**src/hdl/alarm_defines.vh**
```
// Register offsets, field positions, reset values and codes of the alarm repeat unit.
`ifndef ALARM_DEFINES_VH
`define ALARM_DEFINES_VH

`define OFS_ALARM_CONFIG_REPEAT 12'h000
`define OFS_ALARM_TIME_LO       12'h004
`define OFS_ALARM_TIME_HI       12'h008
`define OFS_IRQ_STATUS          12'h00C
`define OFS_IRQ_CLEAR           12'h010
`define OFS_IRQ_ENABLE          12'h014
`define OFS_UNIT_STATUS         12'h018

`define BIT_ALARM_ENABLE   15
`define BIT_REPEAT_FOREVER 14
`define MASK_MSB           13
`define MASK_LSB           10
`define RPT_MSB            7
`define RPT_LSB            0

`define CFG_RESET       16'h0000
`define RPT_ZERO        8'h00
`define RPT_FULL        8'hFF

`define MASK_HALF_SEC   4'h0
`define MASK_SECOND     4'h1
`define MASK_TEN_SEC    4'h2
`define MASK_MINUTE     4'h3
`define MASK_TEN_MIN    4'h4
`define MASK_HOUR       4'h5
`define MASK_DAY        4'h6
`define MASK_WEEK       4'h7
`define MASK_MONTH      4'h8
`define MASK_YEAR       4'h9

`define IRQ_ALARM       0
`define IRQ_FINAL       1
`define IRQ_WIDTH       2

`endif

```
**src/hdl/alarm_digit_compare.v**
```verilog
// Masked comparison of the running time digits against the alarm time.
`timescale 1ns/100ps
`include "alarm_defines.vh"

module alarm_digit_compare (
    input  wire        pclk,
    input  wire        presetn,
    input  wire [3:0]  mask,
    input  wire [6:0]  now_sec,
    input  wire [6:0]  now_min,
    input  wire [5:0]  now_hour,
    input  wire [2:0]  now_wday,
    input  wire [5:0]  now_day,
    input  wire [4:0]  now_month,
    input  wire [6:0]  alm_sec,
    input  wire [6:0]  alm_min,
    input  wire [5:0]  alm_hour,
    input  wire [2:0]  alm_wday,
    input  wire [5:0]  alm_day,
    input  wire [4:0]  alm_month,
    output reg         match_q
);

    reg match_d;

    // From the ten-second mask up, the wider the interval, the more digits must agree; the half-second and second masks compare none.
    always @* begin
        case (mask)
            `MASK_HALF_SEC: match_d = 1'b1;
            `MASK_SECOND:   match_d = 1'b1;
            `MASK_TEN_SEC:  match_d = now_sec[3:0] == alm_sec[3:0];
            `MASK_MINUTE:   match_d = now_sec == alm_sec;
            `MASK_TEN_MIN:  match_d = now_sec == alm_sec && now_min[3:0] == alm_min[3:0];
            `MASK_HOUR:     match_d = now_sec == alm_sec && now_min == alm_min;
            `MASK_DAY:      match_d = now_sec == alm_sec && now_min == alm_min
                                      && now_hour == alm_hour;
            `MASK_WEEK:     match_d = now_sec == alm_sec && now_min == alm_min
                                      && now_hour == alm_hour && now_wday == alm_wday;
            `MASK_MONTH:    match_d = now_sec == alm_sec && now_min == alm_min
                                      && now_hour == alm_hour && now_day == alm_day;
            `MASK_YEAR:     match_d = now_sec == alm_sec && now_min == alm_min
                                      && now_hour == alm_hour && now_day == alm_day
                                      && now_month == alm_month;
            default:        match_d = 1'b0;
        endcase
    end

    always @(posedge pclk or negedge presetn) begin
        if (!presetn) begin
            match_q <= 1'b0;
        end else begin
            match_q <= match_d;
        end
    end

endmodule // alarm_digit_compare

```
**src/hdl/clock_alarm_repeat_unit.v**
```verilog
// Alarm repeat unit of the calendar clock with its APB register port.
//
// The APB interface to the registers and the placing of the registers are this design's own decisions.
`timescale 1ns/100ps
`include "alarm_defines.vh"

module clock_alarm_repeat_unit (
    input  wire        pclk,
    input  wire        presetn,
    input  wire        psel,
    input  wire        penable,
    input  wire        pwrite,
    input  wire [11:0] paddr,
    input  wire [31:0] pwdata,
    output reg  [31:0] prdata,
    output reg         pready,
    output reg         pslverr,
    input  wire        half_sec_tick,
    input  wire        rollover_sync_flag,
    input  wire [6:0]  now_sec,
    input  wire [6:0]  now_min,
    input  wire [5:0]  now_hour,
    input  wire [2:0]  now_wday,
    input  wire [5:0]  now_day,
    input  wire [4:0]  now_month,
    output reg         alarm_pulse_q,
    output reg         alarm_irq_q
);

    localparam ST_IDLE  = 3'b001;
    localparam ST_EVAL  = 3'b010;
    localparam ST_FIRE  = 3'b100;

    reg  [15:0] cfg_q;
    reg  [31:0] time_lo_q;
    reg  [31:0] time_hi_q;
    reg  [`IRQ_WIDTH-1:0] irq_stat_q;
    reg  [`IRQ_WIDTH-1:0] irq_en_q;
    reg  [2:0]  state_q;
    reg  [2:0]  state_d;
    reg         sec_phase_q;
    reg         alarm_event;
    wire        match;
    wire        setup;
    wire        wr_acc;
    wire        rd_acc;
    wire        cfg_wr;
    wire        addr_ok;
    wire [3:0]  mask;
    wire [7:0]  rpt;
    wire        last_alarm;
    wire [`IRQ_WIDTH-1:0] irq_set;
    wire [`IRQ_WIDTH-1:0] irq_clr;

    assign setup  = psel && !penable;
    assign wr_acc = psel && penable && pready && pwrite;
    assign rd_acc = setup && !pwrite;
    assign addr_ok = paddr == `OFS_ALARM_CONFIG_REPEAT || paddr == `OFS_ALARM_TIME_LO
                     || paddr == `OFS_ALARM_TIME_HI || paddr == `OFS_IRQ_STATUS
                     || paddr == `OFS_IRQ_CLEAR || paddr == `OFS_IRQ_ENABLE
                     || paddr == `OFS_UNIT_STATUS;
    assign cfg_wr = wr_acc && paddr == `OFS_ALARM_CONFIG_REPEAT;
    assign mask   = cfg_q[`MASK_MSB:`MASK_LSB];
    assign rpt    = cfg_q[`RPT_MSB:`RPT_LSB];
    assign last_alarm = rpt == `RPT_ZERO && !cfg_q[`BIT_REPEAT_FOREVER];

    // Time register fields: lo = sec[6:0], min[14:8], hour[21:16], wday[26:24].
    // hi = day[5:0], month[12:8].
    alarm_digit_compare u_cmp (
        .pclk      (pclk),
        .presetn   (presetn),
        .mask      (mask),
        .now_sec   (now_sec),
        .now_min   (now_min),
        .now_hour  (now_hour),
        .now_wday  (now_wday),
        .now_day   (now_day),
        .now_month (now_month),
        .alm_sec   (time_lo_q[6:0]),
        .alm_min   (time_lo_q[14:8]),
        .alm_hour  (time_lo_q[21:16]),
        .alm_wday  (time_lo_q[26:24]),
        .alm_day   (time_hi_q[5:0]),
        .alm_month (time_hi_q[12:8]),
        .match_q   (match)
    );

    // The compare result is registered, so a tick is first latched and then judged one
    // cycle later against stable digits; config writes never touch the digits themselves.
    always @* begin
        state_d     = state_q;
        alarm_event = 1'b0;
        case (state_q)
            ST_IDLE: begin
                if (half_sec_tick && cfg_q[`BIT_ALARM_ENABLE]) begin
                    state_d = ST_EVAL;
                end
            end
            ST_EVAL: begin
                // The half-second mask fires every tick, the second mask only on whole seconds.
                if (match && cfg_q[`BIT_ALARM_ENABLE]
                    && (mask != `MASK_SECOND || sec_phase_q)) begin
                    state_d = ST_FIRE;
                end else begin
                    state_d = ST_IDLE;
                end
            end
            ST_FIRE: begin
                alarm_event = 1'b1;
                state_d     = ST_IDLE;
            end
            default: begin
                state_d = ST_IDLE;
            end
        endcase
    end

    assign irq_set = {alarm_event && last_alarm, alarm_event};
    assign irq_clr = (wr_acc && paddr == `OFS_IRQ_CLEAR) ? pwdata[`IRQ_WIDTH-1:0]
                                                         : {`IRQ_WIDTH{1'b0}};

    always @(posedge pclk or negedge presetn) begin
        if (!presetn) begin
            state_q       <= ST_IDLE;
            sec_phase_q   <= 1'b0;
            cfg_q         <= `CFG_RESET;
            time_lo_q     <= 32'h00000000;
            time_hi_q     <= 32'h00000000;
            irq_stat_q    <= {`IRQ_WIDTH{1'b0}};
            irq_en_q      <= {`IRQ_WIDTH{1'b0}};
            alarm_pulse_q <= 1'b0;
            alarm_irq_q   <= 1'b0;
        end else begin
            state_q <= state_d;
            if (half_sec_tick) begin
                sec_phase_q <= ~sec_phase_q;
            end
            if (cfg_wr) begin
                cfg_q <= {pwdata[15:14], pwdata[13:10], 2'b00, pwdata[7:0]};
            end else if (alarm_event) begin
                if (last_alarm) begin
                    cfg_q[`BIT_ALARM_ENABLE] <= 1'b0;
                end else begin
                    // Zero wraps to FFh only when repeat_forever is set.
                    cfg_q[`RPT_MSB:`RPT_LSB] <= rpt - 8'h01;
                end
            end
            if (wr_acc && paddr == `OFS_ALARM_TIME_LO) begin
                time_lo_q <= pwdata & 32'h073F7F7F;
            end
            if (wr_acc && paddr == `OFS_ALARM_TIME_HI) begin
                time_hi_q <= pwdata & 32'h00001F3F;
            end
            if (wr_acc && paddr == `OFS_IRQ_ENABLE) begin
                irq_en_q <= pwdata[`IRQ_WIDTH-1:0];
            end
            // Set wins over a clear in the same cycle.
            irq_stat_q <= (irq_stat_q & ~irq_clr) | irq_set;
            alarm_irq_q <= |(((irq_stat_q & ~irq_clr) | irq_set) & irq_en_q);
            if (alarm_event) begin
                alarm_pulse_q <= ~alarm_pulse_q;
            end
        end
    end

    // Zero-wait APB slave: ready in every access phase, read data captured in setup.
    always @(posedge pclk or negedge presetn) begin
        if (!presetn) begin
            prdata  <= 32'h00000000;
            pready  <= 1'b0;
            pslverr <= 1'b0;
        end else begin
            pready  <= setup;
            pslverr <= setup && !addr_ok;
            if (rd_acc) begin
                case (paddr)
                    `OFS_ALARM_CONFIG_REPEAT: prdata <= {16'h0000, cfg_q};
                    `OFS_ALARM_TIME_LO:       prdata <= time_lo_q;
                    `OFS_ALARM_TIME_HI:       prdata <= time_hi_q;
                    `OFS_IRQ_STATUS:          prdata <= {30'h00000000, irq_stat_q};
                    `OFS_IRQ_ENABLE:          prdata <= {30'h00000000, irq_en_q};
                    `OFS_UNIT_STATUS:         prdata <= {29'h00000000, rollover_sync_flag,
                                                         alarm_pulse_q, match};
                    default:                  prdata <= 32'h00000000;
                endcase
            end else if (setup) begin
                prdata <= 32'h00000000;
            end
        end
    end

endmodule // clock_alarm_repeat_unit

```
**config.mk**
```make
export PLATFORM = sky130hd
export DESIGN_NAME = clock_alarm_repeat_unit
export DESIGN_NICKNAME = d
export VERILOG_FILES = /design/src/hdl/alarm_digit_compare.v /design/src/hdl/clock_alarm_repeat_unit.v
export VERILOG_INCLUDE_DIRS = /design/src /design/src/hdl
export SDC_FILE = /design/constraint.sdc
export NUM_CORES = 1
export LEC_CHECK = 0
export ABC_AREA = 1
export BUFFER_PORTS_ARGS = -buffer_cell sky130_fd_sc_hd__buf_4
export CORE_MARGIN = 5
export CORE_UTILIZATION = 55
export DETAILED_ROUTE_END_ITERATION = 8
export PLACE_DENSITY = 0.8
export SETUP_SLACK_MARGIN = 0.05
export SKIP_CTS_REPAIR_TIMING = 1
export SYNTH_ARGS = -nofsm -noshare
export SYNTH_HDL_FRONTEND = slang
export SYNTH_HIERARCHICAL = 1
export SYNTH_SLANG_ARGS = --single-unit
```
**constraint.sdc**
```tcl
create_clock -name pclk -period 2.7 [get_ports pclk]
set_clock_uncertainty 0.15 [all_clocks]
set_input_delay 0.54 -clock pclk [delete_from_list [all_inputs] [get_ports pclk]]
set_output_delay 0.54 -clock pclk [all_outputs]
set_load 0.01 [all_outputs]
```
After elaboration in Yosys (flattened, before gate mapping) --
Index checks and enable logic that the tools add are counted.
Word-level totals: bits in registers 93, input bits 85, output and inout port bits 36, logic and storage cells 109
Cells by class: add/sub/neg operators 1, equality and inequality tests 29, mux-type cells 15, bitwise logic cells 6, reductions and logical operators 43
Operators by type and width (number):
- $pmux 27 s6 | 1
- $mux 32 | 2
- $eq 12x5->1 const B | 3
- $eq 12x4->1 const B | 2
- $mux 8 | 3
- $logic_and 1x1->1 | 22
- $eq 4x3->1 const B | 4
- $eq 7x7->1 | 2
- $eq 12x3->1 const B | 1
- $eq 6x6->1 | 2
- $logic_not 12->1 | 1
- $pmux 1 s9 | 1
- $eq 4x2->1 const B | 2
- $eq 4x4->1 | 2
- $eq 4x4->1 const B | 2
- $logic_not 8->1 | 1
- $sub 8x1->8 const B | 1
- $logic_or 1x1->1 | 7
- $mux 3 | 2
- $pmux 3 s2 | 1
- $reduce_bool 2->1 | 3
- $eq 5x5->1 | 1
- $and 2x2->2 | 2
- $eq 4x1->1 const B | 1
- 15 further kinds | 25

Logic depth before layout (Yosys ltp) --
depth after elaboration 10, mapped depth 12, gate-level depth less buffers 12

Modules after synthesis --
Netlist, hierarchy kept.
By module, submodules not included:
- clock_alarm_repeat_unit | times used 1, cells each 485, area an instance 4092.7 µm², seq. area each 2128.3 µm²
- alarm_digit_compare | times used 1, cells each 132, area an instance 639.4 µm², seq. area each 25.0 µm²

Worst setup path before layout --
OpenSTA, ideal clock, no wires.
path kind input port to flip-flop, start point in paddr[11], end point reg time_lo_q[13], setup time 0.117 ns, arrival 1.580 ns, required time 2.433 ns, path slack 0.852 ns, stages 7, buffers on the path 1, path through nor2_1 nand2_1 nor2_4 nand2_2 nor3_4 buf_6 o21ai_2
Between the ends: longest elaborated chain between the ends 2
RTL lines:
- start, declared | line clock_alarm_repeat_unit.v:13 | input wire [11:0] paddr,
- $eq 12x3->1
- $logic_and 1x1->1 (no source line)
- end signal, assigned | line clock_alarm_repeat_unit.v:149 | time_lo_q <= pwdata & 32'h073F7F7F;
- end, declared | line clock_alarm_repeat_unit.v:35 | reg [31:0] time_lo_q;
Every way passes these cells. A chain may end at the register's enable or synchronous reset.

Worst setup path in the final report --
start point in paddr[9], end point reg prdata[11]
Between the ends: longest elaborated chain between the ends 3, elaborated cells on any way between the ends 8, classes of those cells 5 x eq/ne; 2 x mux; 1 x reduce/logical
RTL lines:
- $eq 12x5->1, or another cell as far along | line clock_alarm_repeat_unit.v:176 | case (paddr)
- $pmux 27 s6 (*) | line clock_alarm_repeat_unit.v:176
- $mux 32 (*) | line clock_alarm_repeat_unit.v:175 | if (rd_acc) begin
- end signal, assigned | line clock_alarm_repeat_unit.v:177 | `OFS_ALARM_CONFIG_REPEAT: prdata <= {16'h0000, cfg_q};
- end signal, assigned | line clock_alarm_repeat_unit.v:178 | `OFS_ALARM_TIME_LO: prdata <= time_lo_q;
- end signal, assigned | line clock_alarm_repeat_unit.v:179 | `OFS_ALARM_TIME_HI: prdata <= time_hi_q;
- end, declared | line clock_alarm_repeat_unit.v:15 | output reg [31:0] prdata,
Mark *: on every way between the ends. The rest lies on a longest branch, timed or not.

==> qor.csv <==
stage,metric,value,unit
global_route,grt_pass1_wl,20200,um
synthesis,synth.most_common_cell,nand2_1,
power,p_switching,0.586,mW
timing,relSlewSlack,62.6,%
drt,wl,12400,um
synthesis,syn_area_per_cell,7.67,um2
placement,dpl.hpwl,9380,um
timing,fmax,0.519,GHz
clock_network,clk_pin_slew_worst_paths,0.09,ns
drt,viasPerCell,5.28,
cells_and_area,fin_util,70.6,%
synthesis,ys_warn_count,6,
synthesis,synth-edff-count,0,
synthesis,synth_area_leaders,"dfrtp_1 45%, nand2_1 16%, inv_1 5.9%",
drt,routedWlPerCell,14.8,um
timing,rsz0062_at_grt,no,
global_route,track_usage,24.4,%
clock_network,cts_num_sinks,86,
floorplan,start_util,57.0,%
clock_network,cts_root_buffer,clkbuf_8,
clock_network,cts_max_level,3,
clock_network,clk_latency,0.35,ns
critical_path,crit_fanout,12,
timing,setup_viol,0,
cells_and_area,fill_cells,676,
clock_network,cts_tree,done,
drt,vias,4434,
flow_run,max_cap_violations,0,
floorplan,core_area,0.00830,mm2
power,leakage,3.12,nW
global_route,antenna_found_initial,0,
timing,layout_min_cycle_time,1.93,ns
power,comb_power_share,8.5,%
critical_path,cp_data_arrival_time,2.07,ns
critical_path,required,2.84,ns
global_route,grt_pass1_vias,4278,
synthesis,postSynthCellCount,617,
status,status,finished clean,
placement,io_buffers,106,
synthesis,synth_area_leader_cell,dfrtp_1,
power,p_int,1.95,mW
power,clock_power_share,40.1,%
synthesis,syn_area,0.00473,mm2
power,power.density,432,mW/mm2
drt,drc_errors,0,
cells_and_area,nNetsFinal,816,
synthesis,yosysTopAreaCellShare,44.9,%
floorplan,die_w,103,um
timing,period_share,71.3,%
power,ir_drop,0.315,mV
critical_path,worstSetupPathType,primary input to flop,
placement,place.gp.congestion,0.892,
cells_and_area,syn2layout_area_growth,23.9,%
synthesis,ys_seq_area_share,45.5,%
drt,ant_nets,0,
synthesis,async_flop_share,100,%
global_route,grt_overflow,0,
power,power_frac_seq,51.4,%
timing,finalHoldViolCount,0,
timing,maxSlewViolCount,0,
clock_network,cts_buffers,9,
floorplan,die-area,0.0106,mm2
floorplan,die_y,103,um
synthesis,ys_types,34,
timing,setup_tns,0,ns
synthesis,synth_common_cells,"208 x nand2_1, 85 x dfrtp_1, 74 x inv_1",
synthesis,yosys_register_bits,86,
cells_and_area,drive_above_1_share,22.9,%
drt,firstDrtPassIters,5,
critical_path,start_kind,primary input,
critical_path,end_kind,flop,
drt,drtIter0Drc,192,
timing,worst_pin_slew,0.562,ns
worst_hold_path,hold_class,primary input to asynchronous set/reset pin,
synthesis,synthFlopType,dfrtp_1,
global_route,grt_max_degree,46,
floorplan,num_rows,33,
clock_network,cts_max_path_buffers,2,
power,p_sw_share,23.1,%
floorplan,io_pins,121,
cells_and_area,n_antenna_cell,0,
==> layout make-up <==
type	instances	area, um2	share of cell area, %
Tap cell	105	131	2.24
Multi-Input combinational cell	439	2170	36.9
Timing Repair Buffer	117	903	15.4
Inverter	76	285	4.87
Clock inverter	5	82.6	1.41
Sequential cell	86	2150	36.7
Clock buffer	11	141	2.41
==> final timing paths <==
path	startpoint	to	slack [ns]	cells past startpoint
worst max-delay path	paddr[9]	prdata[11]	0.77	11
worst min-delay path	presetn	time_lo_q[18]	0.03	1
worst max register to register	cfg_q[0]	cfg_q[6]	0.85	9
worst min register to register	state_q[1]	state_q[1]	0.31	1
max in group asynchronous	presetn	state_q[0]	1.67	2
min in group pclk	half_sec_tick	sec_phase_q	0.23	2
==> cells by family after synthesis <==
| family | after synthesis | share of synthesized area, % |
|---|---|---|
| simple gates | 335 | 30.0 |
| compound gates | 71 | 10.3 |
| flops | 86 | 45.5 |
| other cells | 1 | 0.0792 |
| buf+inv | 98 | 9.20 |
| fa+ha+maj | 2 | 0.529 |
| xor+xnor | 24 | 4.44 |
==> metal layers <==
metal	track usage [%]	up-vias	routed length (um)	part of all wire, %
li1	-	2157	-	-
met1	33.0	2096	5160	42
met2	40.7	165	6150	49
met3	3.99	16	944	7.6
met4	7.57	0	173	1.4
met5	0	-	0	0
==> layout by cell type (no fill, tap or decap), types with 2 or more instances in the layout <==
cell type and n:
nand2_2 3, inv_1 74, nor2_4 3, bufinv_16 2
buf_12 2, o21ai_0 23, xnor2_1 16, nor2_2 3
dfrtp_1 85, o21ai_1 4, o22ai_1 3, nor3_4 2
clkbuf_8 10, o211ai_1 7, inv_2 2, nor4_1 2
nor3_1 5, o21ai_2 21, buf_4 115, nand4_1 3
nand2_1 208, o31ai_1 9, nor2_1 47, nand3_1 55
conb_1 7, o21a_1 3, clkinv_4 2, xor2_1 8
ha_1 2
==> power by group through the flow <==
stage,clock network (mW),logic [mW],registers [mW]
after floorplan,0,0.0737,1.33
after global placement,0,0.212,1.33
after detailed placement,0,0.216,1.33
after CTS,1.03,0.216,1.30
after global routing,1.08,0.238,1.30
final,1.02,0.215,1.30
==> sequential cells by signal, indices dropped and copies added (netlist names) <==
name and flops:
prdata 25, alarm_irq_q 1, irq_en_q 2, state_q 3
alarm_pulse_q 1, irq_stat_q 2, pslverr 1, sec_phase_q 1
time_hi_q 11, pready 1, cfg_q 14, u_cmp/match_q 1
time_lo_q 23
==> worst max-delay path, cell delays in order <==
cell,delay (ns)
buf_4,0.11
nor2_1,0.10
nand2_1,0.18
inv_2,0.20
nand2_1,0.30
buf_4,0.30
inv_1,0.11
nand2_1,0.06
nand3_1,0.07
nand2_1,0.05
nand2_1,0.06
==> through the flow <==
step	instance area (um2)	hold slack, ns	cells	setup WS [ns]	power [mW]
CTS	5860	0.0399	839	0.790	2.54
global placement	5640	0.278	823	0.489	1.54
detailed placement	5640	0.289	823	0.424	1.54
floorplan	4750	0.0944	623	0.852	1.40
global route	5860	0.0552	839	0.659	2.63
finish	5860	0.0257	839	0.775	2.54
No activity file was read; power rests on OpenSTA's default activity.
